[src/hw/analog_die_regs.svh]
// register map, field positions, sync indices and frame counts of the analog die logic
`ifndef ANALOG_DIE_REGS_SVH
`define ANALOG_DIE_REGS_SVH
// ====================
// register offsets
`define A_BRIDGE_DRIVE 5'h01
`define A_BRIDGE_CTL 5'h02
`define A_SYS_CTL 5'h03
`define A_INT_MASK 5'h04
`define A_INT_FLAGS 5'h05
`define A_RESET_MASK 5'h06
`define A_MUX_SEL 5'h07
`define A_HALL_EN 5'h08
`define A_HALL_STATE 5'h09
`define A_WDOG_CTL 5'h0a
`define A_POWER_OUT 5'h0b
`define A_SYS_STATUS 5'h0c
// ====================
// writable bits of each stored register, and reset value
`define M_BRIDGE_DRIVE 8'hff
`define M_BRIDGE_CTL 8'hc7
`define M_SYS_CTL 8'he1
`define M_INT_MASK 8'h7e
`define M_RESET_MASK 8'h83
`define M_MUX_SEL 8'h0f
`define M_HALL_EN 8'h07
`define M_WDOG_CTL 8'h3f
`define M_POWER_OUT 8'h3f
`define M_FLAG_CLEAR 8'h7c
`define RST_BYTE 8'h00
// ====================
// flag and mask bit positions, shared by both registers
`define B_HALL 6
`define B_BUS 5
`define B_TEMP 4
`define B_LOW 3
`define B_HIGH 2
`define B_OC 1
// control bit positions
`define B_CYCLIC 2
`define B_WDOG_IE 3
`define B_HS_ON 0
`define HS_BITS 8'haa
// ====================
// synchroniser vector layout
`define SY_SS 0
`define SY_SCK 1
`define SY_MOSI 2
`define SY_BUS 3
`define SY_HALL 4
`define SY_LOW 7
`define SY_HIGH 8
`define SY_TEMP 9
`define SY_OC 10
`define SY_LINCL 14
`define SY_WAKE 15
`define SY_UVR 16
`define SY_STOP 17
`define SYNC_W 18
// ====================
// frame counts
`define FRAME_BITS 5'h10
`define PARITY_SAMPLE 5'h06
`define STATUS_BITS 5'h08
`define CNT_MAX 5'h1f
`endif

[src/hw/analog_die_pkg.sv]
// types of the analog die serial and interrupt logic
`default_nettype none
`include "analog_die_regs.svh"
package analog_die_pkg;
    // serial frame phase
    typedef enum logic {
        PH_IDLE = 1'b0,
        PH_ACTIVE = 1'b1
    } spi_phase_t;
    // whole state of the block
    typedef struct packed {
        logic [`SYNC_W-1:0] s1;     // first sync stage
        logic [`SYNC_W-1:0] s2;     // second sync stage
        logic [`SYNC_W-1:0] s3;     // previous synced value, for edges
        spi_phase_t phase;          // frame phase
        logic [4:0] rcnt;           // rising serial clock edges
        logic [4:0] fcnt;           // falling (sampling) edges
        logic [15:0] rx;            // received frame
        logic [7:0] snap;           // status byte of this frame
        logic [7:0] rdata;          // selected register read value
        logic miso;                 // serial output bit
        logic [15:0][7:0] cfg;      // stored registers by offset
        logic [7:0] flags;          // event flags, bits 6..2
        logic [3:0] overcurrent_flag;            // over-current flags
        logic irq;                  // interrupt request
        logic wake;                 // wake-up request
        logic [7:0] drive;          // bridge drive after protection
        logic hs_on;                // high-side driver after protection
    } die_state_t;
endpackage
`default_nettype wire

[src/hw/analog_die_spi_interrupt_logic.sv]
// serial register slave, event flags, interrupt and wake-up logic of the analog die
//
// Behaviour
// - six interrupt sources, enables cleared by reset
// - supply low sets flag, masked interrupt
// - supply high sets flag, masked interrupt
// - supply fault forces high-side switches off
// - overtemperature sets flag, masked interrupt
// - stop mode disables supply and temperature detection
// - bus falling edge interrupts, wakes in stop
// - enabled hall current raises interrupt, wakes
// - any over-current sets flag, masked interrupt
// - masked wake events wake controller and regulator
// - frame is two bytes each way
// - output driven only while select low
// - output changes on rise, samples on fall
// - exactly sixteen sampling edges accept a frame
// - write data loads on select rising
// - read value captured at parity bit
// - first byte: direction, address, parity, spare
// - direction one reads, zero writes
// - even parity over direction and address
// - first returned byte is system status
// - run mode: enabled hall change sets flag
// - stop mode: cyclic check plus hall current
// - hall flag cleared by one or reset
// - bus flag set on fall, write-one clear
// - clear ignored while cause still present
// - mask bits gate flags, cleared by reset
// - over-current flag cleared through status register
`default_nettype none
`include "analog_die_regs.svh"
module analog_die_spi_interrupt_logic (
    // clock and reset
    input wire logic clock,
    input wire logic rst,
    // serial link from the master
    input wire logic ss_n,
    input wire logic serial_clock,
    input wire logic mosi,
    output logic miso_out,
    output logic miso_oe,
    // analog detectors and pins, all asynchronous
    input wire logic supply_low_event,
    input wire logic supply_high_event,
    input wire logic overtemp_event,
    input wire logic bus_line,
    input wire logic [2:0] hall_inputs,
    input wire logic [3:0] overcurrent_in,
    input wire logic bus_current_limit,
    input wire logic autonomous_timeout_unit_wake,
    input wire logic undervoltage_reset,
    input wire logic stop_mode,
    // open-drain interrupt request, plain driven wake-up requests
    output logic irq_n_out,
    output logic irq_n_oe,
    output logic wake_mcu,
    output logic wake_main_regulator,
    // register-driven controls
    output logic [7:0] bridge_drive,
    output logic high_side_on,
    output logic [7:0] bridge_ctl,
    output logic [7:0] system_ctl,
    output logic [7:0] reset_mask,
    output logic [3:0] mux_select,
    output logic [2:0] hall_enable,
    output logic [7:0] watchdog_ctl,
    output logic [7:0] power_out
);
    // ====================
    // decoding functions

    // writable bits per offset, zero for unmapped or read-only offsets
    function automatic logic [7:0] write_mask(input logic [4:0] a);
        case (a)
            `A_BRIDGE_DRIVE: write_mask = `M_BRIDGE_DRIVE;
            `A_BRIDGE_CTL: write_mask = `M_BRIDGE_CTL;
            `A_SYS_CTL: write_mask = `M_SYS_CTL;
            `A_INT_MASK: write_mask = `M_INT_MASK;
            `A_RESET_MASK: write_mask = `M_RESET_MASK;
            `A_MUX_SEL: write_mask = `M_MUX_SEL;
            `A_HALL_EN: write_mask = `M_HALL_EN;
            `A_WDOG_CTL: write_mask = `M_WDOG_CTL;
            `A_POWER_OUT: write_mask = `M_POWER_OUT;
            default: write_mask = 8'h00;
        endcase
    endfunction

    // read value of any offset; unmapped offsets read zero
    function automatic logic [7:0] read_reg(input logic [4:0] a, input logic [15:0][7:0] cfg,
                                            input logic [7:0] flg, input logic [7:0] hall,
                                            input logic [7:0] stat);
        case (a)
            `A_INT_FLAGS: read_reg = flg;
            `A_HALL_STATE: read_reg = hall;
            `A_SYS_STATUS: read_reg = stat;
            default: read_reg = cfg[a[3:0]] & write_mask(a);
        endcase
    endfunction

    // ====================
    // state and combinational terms
    analog_die_pkg::die_state_t st_r;   // registered state
    analog_die_pkg::die_state_t st_nxt; // next state
    logic ss_fall;        // select went active
    logic ss_rise;        // select went inactive
    logic sck_rise;       // serial clock rising
    logic sck_fall;       // serial clock falling (sampling)
    logic in_stop;        // stop mode, synced
    logic low_now;        // supply low while detection runs
    logic high_now;       // supply high while detection runs
    logic temp_now;       // overtemperature while detection runs
    logic bus_fall;       // falling edge on the bus line
    logic hall_run;       // run-mode hall change
    logic hall_stop;      // stop-mode hall current during cyclic check
    logic [2:0] hall_en;  // enabled hall inputs
    logic [7:0] flags_v;  // flag register read value
    logic [7:0] status_v; // status register read value
    logic [7:0] set_v;    // flags set this cycle
    logic [7:0] clr_v;    // flags cleared this cycle
    logic [3:0] oc_clr;   // over-current flags cleared this cycle
    logic wr_ok;          // accepted write frame ends
    logic [4:0] wr_addr;  // address of the finished frame
    logic [7:0] wr_data;  // data byte of the finished frame
    logic [7:0] wr_m;     // writable bits at that address
    logic [15:0] rx_v;    // frame after this sample
    logic fault;          // supply fault forcing high sides off
    logic wake_ev;        // masked wake-up event in stop

    // ====================
    // next-state logic
    always_comb begin
        st_nxt = st_r;
        // two-stage synchronisers, then one stage of history
        st_nxt.s1 = {stop_mode, undervoltage_reset, autonomous_timeout_unit_wake, bus_current_limit,
                     overcurrent_in, overtemp_event, supply_high_event, supply_low_event,
                     hall_inputs, bus_line, mosi, serial_clock, ss_n};
        st_nxt.s2 = st_r.s1;
        st_nxt.s3 = st_r.s2;
        // edges of the synced link pins
        ss_fall = st_r.s3[`SY_SS] & ~st_r.s2[`SY_SS];
        ss_rise = ~st_r.s3[`SY_SS] & st_r.s2[`SY_SS];
        sck_rise = ~st_r.s3[`SY_SCK] & st_r.s2[`SY_SCK];
        sck_fall = st_r.s3[`SY_SCK] & ~st_r.s2[`SY_SCK];
        // detectors are switched off in stop mode
        in_stop = st_r.s2[`SY_STOP];
        low_now = st_r.s2[`SY_LOW] & ~in_stop;
        high_now = st_r.s2[`SY_HIGH] & ~in_stop;
        temp_now = st_r.s2[`SY_TEMP] & ~in_stop;
        bus_fall = st_r.s3[`SY_BUS] & ~st_r.s2[`SY_BUS];
        // hall events depend on the mode
        hall_en = st_r.cfg[`A_HALL_EN][2:0];
        hall_run = ~in_stop & (|((st_r.s2[`SY_HALL +: 3] ^ st_r.s3[`SY_HALL +: 3]) & hall_en));
        hall_stop = in_stop & st_r.cfg[`A_WDOG_CTL][`B_CYCLIC] & (|(st_r.s2[`SY_HALL +: 3] & hall_en));
        // read views of flags and status
        flags_v = {1'b0, st_r.flags[6:2], |st_r.overcurrent_flag, 1'b0};
        status_v = {st_r.overcurrent_flag[3], st_r.s2[`SY_LINCL], st_r.overcurrent_flag[2], st_r.overcurrent_flag[1],
                    st_r.flags[`B_LOW], st_r.flags[`B_HIGH], st_r.overcurrent_flag[0], st_r.flags[`B_TEMP]};
        // write commit on select release: count, direction and parity checked
        wr_addr = st_r.rx[14:10];
        wr_data = st_r.rx[7:0];
        wr_m = write_mask(wr_addr);
        wr_ok = ss_rise & (st_r.phase == analog_die_pkg::PH_ACTIVE)
              & (st_r.fcnt == `FRAME_BITS)
              & ~st_r.rx[15]
              & ~(^st_r.rx[15:9]);
        clr_v = 8'h00;
        oc_clr = 4'h0;
        if (wr_ok) begin
            if (wr_addr == `A_INT_FLAGS) begin
                // write one clears, zero leaves alone
                clr_v = wr_data & `M_FLAG_CLEAR;
            end else if (wr_addr == `A_SYS_STATUS) begin
                // over-current and shared flags cleared here
                oc_clr = {wr_data[7], wr_data[5], wr_data[4], wr_data[1]};
                clr_v[`B_LOW] = wr_data[3];
                clr_v[`B_HIGH] = wr_data[2];
                clr_v[`B_TEMP] = wr_data[0];
            end else begin
                // stored registers keep their read-only bits
                st_nxt.cfg[wr_addr[3:0]] = (st_r.cfg[wr_addr[3:0]] & ~wr_m) | (wr_data & wr_m);
            end
        end
        // event flags: set wins over clear, so a present cause cannot be cleared
        set_v = 8'h00;
        set_v[`B_HALL] = hall_run | hall_stop;
        set_v[`B_BUS] = bus_fall;
        set_v[`B_TEMP] = temp_now;
        set_v[`B_LOW] = low_now;
        set_v[`B_HIGH] = high_now;
        st_nxt.flags = ((st_r.flags & ~clr_v) | set_v) & `M_FLAG_CLEAR;
        st_nxt.overcurrent_flag = (st_r.overcurrent_flag & ~oc_clr) | st_r.s2[`SY_OC +: 4];
        // interrupt request: any flag with its mask bit
        st_nxt.irq = |(flags_v & st_r.cfg[`A_INT_MASK]);
        // wake-up in stop mode on masked events, dropped when stop ends
        wake_ev = (bus_fall & st_r.cfg[`A_INT_MASK][`B_BUS])
                | (st_r.s2[`SY_WAKE] & st_r.cfg[`A_WDOG_CTL][`B_WDOG_IE])
                | (hall_stop & st_r.cfg[`A_INT_MASK][`B_HALL])
                | (st_r.s2[`SY_UVR] & st_r.cfg[`A_INT_MASK][`B_LOW]);
        st_nxt.wake = in_stop & (st_r.wake | wake_ev);
        // supply fault forces bridge high sides and high-side driver off
        fault = low_now | high_now;
        st_nxt.drive = st_r.cfg[`A_BRIDGE_DRIVE] & ~(fault ? `HS_BITS : 8'h00);
        st_nxt.hs_on = st_r.cfg[`A_POWER_OUT][`B_HS_ON] & ~fault;
        // serial frame engine
        rx_v = {st_r.rx[14:0], st_r.s2[`SY_MOSI]};
        unique case (st_r.phase)
            analog_die_pkg::PH_IDLE: begin
                // select falls: status snapshot prepared, output driven low
                if (ss_fall) begin
                    st_nxt.phase = analog_die_pkg::PH_ACTIVE;
                    st_nxt.rcnt = 5'h00;
                    st_nxt.fcnt = 5'h00;
                    st_nxt.rx = 16'h0000;
                    st_nxt.snap = status_v;
                    st_nxt.miso = 1'b0;
                end
            end
            analog_die_pkg::PH_ACTIVE: begin
                if (ss_rise) begin
                    st_nxt.phase = analog_die_pkg::PH_IDLE;
                end else begin
                    // output changes on rising edges: status byte, then data byte
                    if (sck_rise) begin
                        if (st_r.rcnt < `STATUS_BITS) begin
                            st_nxt.miso = st_r.snap[~st_r.rcnt[2:0]];
                        end else if (st_r.rcnt < `FRAME_BITS) begin
                            st_nxt.miso = st_r.rdata[~st_r.rcnt[2:0]];
                        end else begin
                            st_nxt.miso = 1'b0;
                        end
                        if (st_r.rcnt != `CNT_MAX) begin
                            st_nxt.rcnt = st_r.rcnt + 5'h01;
                        end
                    end
                    // master data sampled on falling edges
                    if (sck_fall) begin
                        st_nxt.rx = rx_v;
                        if (st_r.fcnt != `CNT_MAX) begin
                            st_nxt.fcnt = st_r.fcnt + 5'h01;
                        end
                        // parity bit arriving: latch the selected register
                        if (st_r.fcnt == `PARITY_SAMPLE) begin
                            st_nxt.rdata = read_reg(rx_v[5:1], st_r.cfg, flags_v,
                                                    {5'h00, st_r.s2[`SY_HALL +: 3]}, status_v);
                        end
                    end
                end
            end
        endcase
    end

    // ====================
    // state register, synchronous reset clears everything
    always_ff @(posedge clock) begin
        if (rst) begin
            st_r <= '0;
        end else begin
            st_r <= st_nxt;
        end
    end

    // ====================
    // outputs from flip-flops, except the interrupt pin data, which is tied low
    assign miso_out = st_r.miso;
    assign miso_oe = (st_r.phase == analog_die_pkg::PH_ACTIVE);
    assign irq_n_out = 1'b0;
    assign irq_n_oe = st_r.irq;
    assign wake_mcu = st_r.wake;
    assign wake_main_regulator = st_r.wake;
    assign bridge_drive = st_r.drive;
    assign high_side_on = st_r.hs_on;
    assign bridge_ctl = st_r.cfg[`A_BRIDGE_CTL];
    assign system_ctl = st_r.cfg[`A_SYS_CTL];
    assign reset_mask = st_r.cfg[`A_RESET_MASK];
    assign mux_select = st_r.cfg[`A_MUX_SEL][3:0];
    assign hall_enable = st_r.cfg[`A_HALL_EN][2:0];
    assign watchdog_ctl = st_r.cfg[`A_WDOG_CTL];
    assign power_out = st_r.cfg[`A_POWER_OUT];
endmodule // analog_die_spi_interrupt_logic
`default_nettype wire

[config.mk]
export PLATFORM = sky130hd
export DESIGN_NAME = analog_die_spi_interrupt_logic
export DESIGN_NICKNAME = d
export VERILOG_FILES = /design/src/hw/analog_die_pkg.sv /design/src/hw/analog_die_spi_interrupt_logic.sv
export VERILOG_INCLUDE_DIRS = /design/src /design/src/hw
export SDC_FILE = /design/constraint.sdc
export NUM_CORES = 1
export LEC_CHECK = 0
export ABC_AREA = 1
export BUFFER_PORTS_ARGS = -buffer_cell sky130_fd_sc_hd__buf_4
export CAP_MARGIN = 15
export CORE_MARGIN = 4
export CORE_UTILIZATION = 55
export CTS_CLUSTER_DIAMETER = 150
export DETAILED_ROUTE_END_ITERATION = 8
export GPL_TIMING_DRIVEN = 0
export PLACE_DENSITY = 0.76
export SYNTH_ARGS = -nofsm -noshare
export SYNTH_HDL_FRONTEND = slang
export SYNTH_SLANG_ARGS = --single-unit
export TNS_END_PERCENT = 10
[constraint.sdc]
create_clock -name clock -period 2.2 [get_ports clock]
set_input_delay 0.22 -clock clock [delete_from_list [all_inputs] [get_ports clock]]
set_output_delay 0.22 -clock clock [all_outputs]
set_load 0.01 [all_outputs]
==> results of run 1 <==
[report_power, final]
part / switching, mW / internal [mW] / leakage (nW) / total, mW
Clock: 1.90 / 2.42 / 0.400 / 4.32
Combinational: 0.799 / 0.329 / 4.52 / 1.13
Sequential: 0.0468 / 4.62 / 2.03 / 4.67
Total: 2.75 / 7.36 / 6.95 / 10.1
[cells in the mapped netlist (6+ instances only)]
cell and number:
a211oi_1 6, a21oi_1 167, a22oi_1 16, buf_1 7, buf_2 24, buf_4 66
clkbuf_1 44, dfxtp_1 250, ha_1 14, inv_1 146, inv_2 8, nand2_1 758
nand3_1 51, nand4_1 17, nor2_1 201, nor2_2 11, nor2_8 10, nor3_1 12
o21ai_0 111
[area by class of cell]
cell class,count,area share (%)
Antenna cell,1,0.0163
Buffer,144,6.96
Inverter,156,3.86
Timing Repair Buffer,128,6.65
Sequential cell,250,32.7
Clock inverter,8,0.343
Clock buffer,38,5.01
Multi-Input combinational cell,1405,42.2
Tap cell,285,2.33
[per-stage QoR]
stage | setup TNS (ns) | util, % | cells
detailed placement | -46.63 | 60.1 | 2320
CTS | -0.160 | 65.8 | 2397
floorplan | 0 | - | 1956
global placement | -43.17 | 60.1 | 2320
global route | -1.98 | 67.5 | 2414
finish | -0.0153 | 67.5 | 2415
[timing repair]
| action | in CTS | in global routing |
|---|---|---|
| pin swaps | 15 | 11 |
| endpoints found under the hold margin | 18 | 0 |
| endpoints found under the setup margin | 142 | 142 |
| setup buffers | 13 | 18 |
| resized for setup | 64 | 94 |
| hold buffers | 18 | 0 |
[placed cells by master (no fill, tap or decap), types with 4 or more instances in the layout]
master,n
inv_1,141
nand2_1,752
o22ai_1,4
a22oi_1,16
a211oi_1,6
o211ai_1,5
nor2_2,8
clkbuf_4,9
clkbuf_1,38
nor2_1,191
buf_8,4
dlygate4sd3_1,18
nand3_2,4
clkinv_2,4
buf_2,7
buf_12,7
nor2_4,15
nor3_1,11
nand2_2,6
nand4_1,17
clkbuf_8,5
ha_1,12
inv_2,11
nand3_1,46
buf_6,12
dfxtp_1,249
clkbuf_2,8
a21oi_1,167
clkbuf_16,27
o21ai_1,26
buf_4,173
nor2_8,10
o21ai_0,84
[cells by family (layout without fill, tap and decap cells)]
group                      count (synthesis)  count (layout)  share of synthesized area [%]
and+or+nand+nor                         1069            1069                           34.3
AOI/OAI and AO/OA                        317             317                           13.3
buffers and inverters                    301             474                           11.3
DFF                                      250             250                           39.4
adders and majority gates                 14              14                           1.38
xor gates and xnor gates                   2               2                          0.138
muxes                                      2               2                          0.158
other                                      1               2                         0.0295
[layer usage]
layer  vias to the layer above  global-route usage (%)  wire length, um
met1                      6421                    49.2            19900
met4                         0                    17.2             2700
met3                       181                    5.47             4660
met2                       790                    58.5            21900
li1                       6420                       -                -
met5                         -                       0                0
[worst max-delay path by stage]
stage | from | to | cells after the start
after CTS | rx_v[1] | st_r[159] | 9
final | st_nxt[195] | flop | 15
after detailed placement | rx_v[12] | st_r[27] | 11
after global routing | st_nxt[195] | flop | 15
after global placement | rx_v[12] | reset_mask[4] | 11
after floorplan | miso_oe | flop | 15
==> results_tabular.tex, run 1 <==
\begin{tabular}{lr}
\hline
Metric & Value \\
\hline
\multicolumn{2}{l}{\textbf{Status}} \\
Status & finished with violations \\
Failing checks & setup timing \\
\multicolumn{2}{l}{\textbf{Power and ir drop}} \\
Maximum ir drop on the vdd rail & 0.681 mV \\
Power density of the placed cells & 660 mW/mm2 \\
Lkg Pwr & 6.95 nW \\
Tot Pwr & 10.1 mW \\
\multicolumn{2}{l}{\textbf{Setup path}} \\
Cell family with most CP delay & simple AND/OR/NAND/NOR gates \\
Crit-path slowest cell & dfxtp\_1 \\
Cell breakdown of the critical path & inv\_2 > o21ai\_2 > nand2\_2 > nand2\_4 > inv\_2 > buf\_4 > o21ai\_0 > nand2\_1 > nor2\_4 > inv\_1 > ha\_4 > nand2\_1 > inv\_1 > o21ai\_1 > nand2\_1 \\
Worst R2R Setup Slack & -0.01 ns \\
Worst Path Buf+Inv & 5 \\
Critical path fanouts, max & 10 \\
WP data required & 2.62 ns \\
Max stage delay on crit path & 0.34 ns \\
Endpoint kind of the worst setup timing path & flop \\
Sort of element at the start of the critical path & flop \\
Category of the critical setup timing path & reg2reg \\
Number of cells on the worst reg-to-reg path & 15 \\
Most used cell, CP & nand2\_1 \\
Data arrival time of the worst path & 2.64 ns \\
Startpoint of the lowest-slack register-to-register path & st\_nxt[195] \\
\multicolumn{2}{l}{\textbf{Placement}} \\
GPL Wtd Cong & 1.05 \\
Area after detailed placement & 0.0137 mm2 \\
Hpwl dp & 35,900 um \\
Count of buffers inserted at the top-level ports & 79 \\
Worst setup timing slack at the placement stage & -0.574 ns \\
\multicolumn{2}{l}{\textbf{Detailed routing}} \\
Average routed wire per standard cell & 20.3 um \\
Number of DRC markers in iteration 0 & 1,507 \\
Via/cell ratio & 5.72 \\
Post-route ant nets & 0 \\
Vias after detailed routing & 13,800 \\
Aggregate routed wire length & 49,100 um \\
First-pass detailed-route iteration total & 8 \\
Final routed DRC violation total & 0 \\
\multicolumn{2}{l}{\textbf{Die}} \\
Row count & 55 \\
Die Area & 0.0256 mm2 \\
Floorplan die width & 160 um \\
Initial cell density of the core & 56.0\% \\
I/O Pins & 82 \\
Floorplan core area & 0.0227 mm2 \\
Chip Height & 160 um \\
\multicolumn{2}{l}{\textbf{Logic synthesis}} \\
Cell taking the most area after synthesis & dfxtp\_1 \\
Number of distinct standard cells referenced by the synthesized netlist & 36 \\
Main synth FF type & dfxtp\_1 \\
Top-area cell type share of the netlist area & 39.4\% \\
Area contributors post-synth & dfxtp\_1 (39\%), nand2\_1 (22\%), a21oi\_1 (6.6\%) \\
Cell count after synthesis & 1,956 \\
Combined area of all synthesized cells & 0.0127 mm2 \\
Fraction of the yosys area taken by sequential cells & 39.4\% \\
Post-synthesis net count & 1,990 \\
Warnings from Yosys & 0 \\
Syn Area/Cell & 6.50 um2 \\
Count of state elements after synthesis & 250 \\
Number of enable flip-flop cells after synthesis & 0 \\
Post-synthesis async set-or-reset flop share & 0\% \\
\multicolumn{2}{l}{\textbf{Global routing}} \\
GRT Residual Overflow & 0 \\
Largest net degree at the start of global routing & 14 \\
Via count of the first global-routing pass & 12,700 \\
Total track usage & 36.7\% \\
Antenna violations before repair & 0 \\
First-pass GRT wire length & 73,300 um \\
\multicolumn{2}{l}{\textbf{CTS}} \\
Clk root buf & clkbuf\_16 \\
H-tree level count & 1 \\
CTS buffer count & 27 \\
Worst-Skew Late Latency & 0.55 ns \\
Number of clock sinks seen by CTS & 250 \\
Clock slew seen by the registers of the worst setup and hold paths & 0.06 ns \\
Buffer levels on the longest clock path & 3 \\
TritonCTS clock tree & yes \\
\multicolumn{2}{l}{\textbf{Timing}} \\
Clock skew & 0.0128 ns \\
Max Clock Freq & 452 MHz \\
Final worst path period need & 2.21 ns \\
Crit path setup slack, layout & -0.0115 ns \\
Final Hold Violating Endpoints & 0 \\
Tightest hold margin & 0.302 ns \\
Max transition margin & 33.6\% \\
Final setup viols & 3 \\
Period Utilization, post-route & 101\% \\
Worst-Margin Slew & 0.995 ns \\
Unrepaired setup endpoints after global routing & yes \\
Max-slew violation count & 0 \\
\multicolumn{2}{l}{\textbf{Worst hold path}} \\
Hold path endpoint & rx\_v[14] \\
Hold Crit Start & rst \\
HP Class & in2reg \\
Number of instances on the worst hold path & 2 \\
\multicolumn{2}{l}{\textbf{Final layout}} \\
Nets & 2,146 \\
Fraction of layout instances using a drive strength above 1 & 15.5\% \\
Final instance area & 0.0153 mm2 \\
Most flop-heavy register & st\_r \\
Area growth from synthesis to final layout & 20.6\% \\
Final-layout fill cell count & 1,943 \\
Area of the multi-input gates & 0.00646 mm2 \\
Max reg flops & 118 \\
Area used by sequential logic in the layout & 0.00501 mm2 \\
\multicolumn{2}{l}{\textbf{Job}} \\
Max Cap Violations & 0 \\
\hline
\end{tabular}
No activity file was read; power rests on OpenSTA's default activity.
==> run 2, diff against run 1 <==
==> constraint.sdc (replaced) <==
create_clock -name clock -period 2.2 [get_ports clock]
set_input_delay 0.33 -clock clock [delete_from_list [all_inputs] [get_ports clock]]
set_output_delay 0.33 -clock clock [all_outputs]
set_load 0.01 [all_outputs]
==> run 2 against run 1 <==
Effect of this change:
- the run ends with DRC, setup timing left
- sequential power hardly changed
- utilization fell by 0.16 points
- via count fell by 0.61%
- critical path type unchanged
==> results_tabular.tex, run 2 (synthesis gave the netlist of run 1 again) <==
\begin{tabular}{lr}
\hline
Metric & Value \\
\hline
\multicolumn{2}{l}{\textbf{Detailed routing}} \\
Aggregate routed wire length & 49,000 um (was 49,100 um) \\
Via/cell ratio & 5.69 (was 5.72) \\
Number of DRC markers in iteration 0 & 1,584 (was 1,507) \\
Final routed DRC violation total & 7 (was 0) \\
Post-route ant nets & 0 (unchanged) \\
Vias after detailed routing & 13,700 (was 13,800) \\
First-pass detailed-route iteration total & 9 (was 8) \\
Average routed wire per standard cell & 20.3 um (about the same) \\
\multicolumn{2}{l}{\textbf{Power and ir drop}} \\
Tot Pwr & 10.1 mW (about the same) \\
Maximum ir drop on the vdd rail & 0.682 mV (was 0.681 mV) \\
Lkg Pwr & 6.93 nW (was 6.95 nW) \\
Power density of the placed cells & 661 mW/mm2 (was 660 mW/mm2) \\
\multicolumn{2}{l}{\textbf{Placement}} \\
Worst setup timing slack at the placement stage & -0.574 ns (unchanged) \\
Hpwl dp & 35,900 um (unchanged) \\
Count of buffers inserted at the top-level ports & 79 (unchanged) \\
GPL Wtd Cong & 1.05 (unchanged) \\
\multicolumn{2}{l}{\textbf{Final layout}} \\
Nets & 2,145 (was 2,146) \\
Highest-count cells in the layout ignoring fill and taps & nand2\_1 (751), dfxtp\_1 (247), nor2\_1 (191) (was nand2\_1 (752), dfxtp\_1 (249), nor2\_1 (191)) \\
Area used by sequential logic in the layout & 0.00501 mm2 (about the same) \\
Final-layout fill cell count & 1,956 (was 1,943) \\
Most flop-heavy register & st\_r (unchanged) \\
Area growth from synthesis to final layout & 20.3\% (was 20.6\%) \\
Fraction of layout instances using a drive strength above 1 & 15.8\% (was 15.5\%) \\
Area of the multi-input gates & 0.00647 mm2 (was 0.00646 mm2) \\
Max reg flops & 118 (unchanged) \\
Final antenna diode count & 0 (was 1) \\
Most common cell after layout, fill and taps aside & nand2\_1 (unchanged) \\
\multicolumn{2}{l}{\textbf{Die}} \\
Row count & 55 (unchanged) \\
Floorplan core area & 0.0227 mm2 (unchanged) \\
Initial cell density of the core & 56.0\% (unchanged) \\
Die Area & 0.0256 mm2 (unchanged) \\
Chip Height & 160 um (unchanged) \\
Floorplan die width & 160 um (unchanged) \\
I/O Pins & 82 (unchanged) \\
\multicolumn{2}{l}{\textbf{Global routing}} \\
Largest net degree at the start of global routing & 14 (unchanged) \\
GRT Residual Overflow & 0 (unchanged) \\
Antenna violations before repair & 0 (unchanged) \\
First-pass GRT wire length & 72,900 um (was 73,300 um) \\
Via count of the first global-routing pass & 12,600 (was 12,700) \\
Total track usage & 36.5\% (was 36.7\%) \\
\multicolumn{2}{l}{\textbf{Setup path}} \\
Max stage delay on crit path & 0.41 ns (was 0.34 ns) \\
WP data required & 2.62 ns (about the same) \\
Worst R2R Setup Slack & -0.02 ns (was -0.01 ns) \\
Data arrival time of the worst path & 2.64 ns (about the same) \\
Most used cell, CP & nand2\_1 (unchanged) \\
Cell family with most CP delay & compound AO/OA/AOI/OAI gates (was simple AND/OR/NAND/NOR gates) \\
Crit-path slowest cell & o21ai\_0 (was dfxtp\_1) \\
Cell breakdown of the critical path & clkinvlp\_4 > buf\_12 > clkbuf\_1 > o21ai\_0 > nand3\_1 > nand2\_1 > nand2\_1 > o21ai\_1 > a21oi\_1 (was inv\_2 > o21ai\_2 > nand2\_2 > nand2\_4 > inv\_2 > buf\_4 > o21ai\_0 > nand2\_1 > nor2\_4 > inv\_1 > ha\_4 > nand2\_1 > inv\_1 > o21ai\_1 > nand2\_1) \\
Endpoint kind of the worst setup timing path & flop (unchanged) \\
Worst Path Buf+Inv & 3 (was 5) \\
Category of the critical setup timing path & reg2reg (unchanged) \\
Critical path fanouts, max & 10 (unchanged) \\
Sort of element at the start of the critical path & flop (unchanged) \\
\multicolumn{2}{l}{\textbf{Job}} \\
Max Cap Violations & 0 (unchanged) \\
\multicolumn{2}{l}{\textbf{Timing}} \\
Final worst path period need & 2.22 ns (was 2.21 ns) \\
Max-slew violation count & 0 (unchanged) \\
Max transition margin & 32.4\% (was 33.6\%) \\
Unrepaired setup endpoints after global routing & yes (unchanged) \\
Final setup viols & 2 (was 3) \\
Final Hold Violating Endpoints & 0 (unchanged) \\
Period Utilization, post-route & 101\% (about the same) \\
Crit path setup slack, layout & -0.0170 ns (was -0.0115 ns) \\
Worst-Margin Slew & 1.01 ns (was 0.995 ns) \\
Clock skew & 0.00915 ns (was 0.0128 ns) \\
Max Clock Freq & 451 MHz (was 452 MHz) \\
\multicolumn{2}{l}{\textbf{CTS}} \\
H-tree level count & 1 (unchanged) \\
Clk root buf & clkbuf\_16 (unchanged) \\
TritonCTS clock tree & yes (unchanged) \\
Worst-Skew Late Latency & 0.55 ns (about the same) \\
Number of clock sinks seen by CTS & 250 (unchanged) \\
Buffer levels on the longest clock path & 3 (unchanged) \\
Clock slew seen by the registers of the worst setup and hold paths & 0.06 ns (about the same) \\
CTS buffer count & 27 (unchanged) \\
\multicolumn{2}{l}{\textbf{Worst hold path}} \\
HP Class & in2reg (unchanged) \\
\multicolumn{2}{l}{\textbf{Status}} \\
Failing checks & DRC, setup timing (was setup timing) \\
Status & finished with violations (unchanged) \\
\hline
\end{tabular}
[run 2: changes by cell type in the layout (fill, tap and decap cells not counted), moves of 3 or more]
cell	delta
buf_4	+7
dlygate4sd3_1	-7
o21ai_0	+7
o21ai_1	-5
o21ai_2	-3
[run 2: worst reg2reg max path: stages (launching register included)]
cell	delay (ns)
dfxtp_1	0.39
clkinvlp_4	0.13
buf_12	0.16
clkbuf_1	0.22
o21ai_0	0.41
nand3_1	0.22
nand2_1	0.13
nand2_1	0.06
o21ai_1	0.27
a21oi_1	0.11
[run 2: power breakdown]
group          total, mW  switching, mW  internal (mW)
Combinational       1.13          0.802          0.325
Sequential          4.67         0.0466           4.62
Clock               4.32           1.90           2.41
[run 2: area by class of cell]
cell class	count	share of cell area (%)
Buffer	145	6.90
Clock buffer	38	5.02
Clock inverter	8	0.344
Inverter	156	3.87
Multi-Input combinational cell	1405	42.3
Sequential cell	250	32.8
Tap cell	285	2.33
Timing Repair Buffer	126	6.45
[run 2: timing repair]
action	in CTS	in global routing
resized for setup	64	86
setup endpoints to repair	142	142
cloned	0	0
hold buffers	11	0
hold endpoints to repair	11	0
buffers inserted	13	23
pin swaps	15	15
[run 2: per-stage QoR]
stage | TNS, ns | hold slack (ns) | util [%] | instances | instance area, um2
3_3_place_gp | -43.39 | 0.391 | 60.1 | 2320 | 13700
6_report | -0.0199 | 0.00686 | 67.3 | 2413 | 15300
2_1_floorplan | 0 | 0.388 | - | 1956 | 12700
4_1_cts | -0.160 | 0.00263 | 65.5 | 2390 | 14900
3_5_place_dp | -46.92 | 0.393 | 60.1 | 2320 | 13700
5_1_grt | -1.08 | 0.0167 | 67.3 | 2413 | 15300
[run 2: worst paths after layout]
check	from	depth (start not counted)	end
max	rx_v[1]	9	st_r[155]
min	overcurrent_in[2]	3	st_nxt[225]
max reg2reg	rx_v[1]	9	st_r[155]
min reg2reg	st_nxt[214]	2	st_nxt[196]
[run 2: routing by layer]
layer	global-route usage (%)	vias to the layer above	part of all wire (%)	wire length (um)
li1	-	6412	-	-
met1	48.9	6382	40	19600
met2	57.5	791	45	21900
met3	5.88	143	10	4910
met4	18.0	0	5.2	2550
met5	0	-	0	0
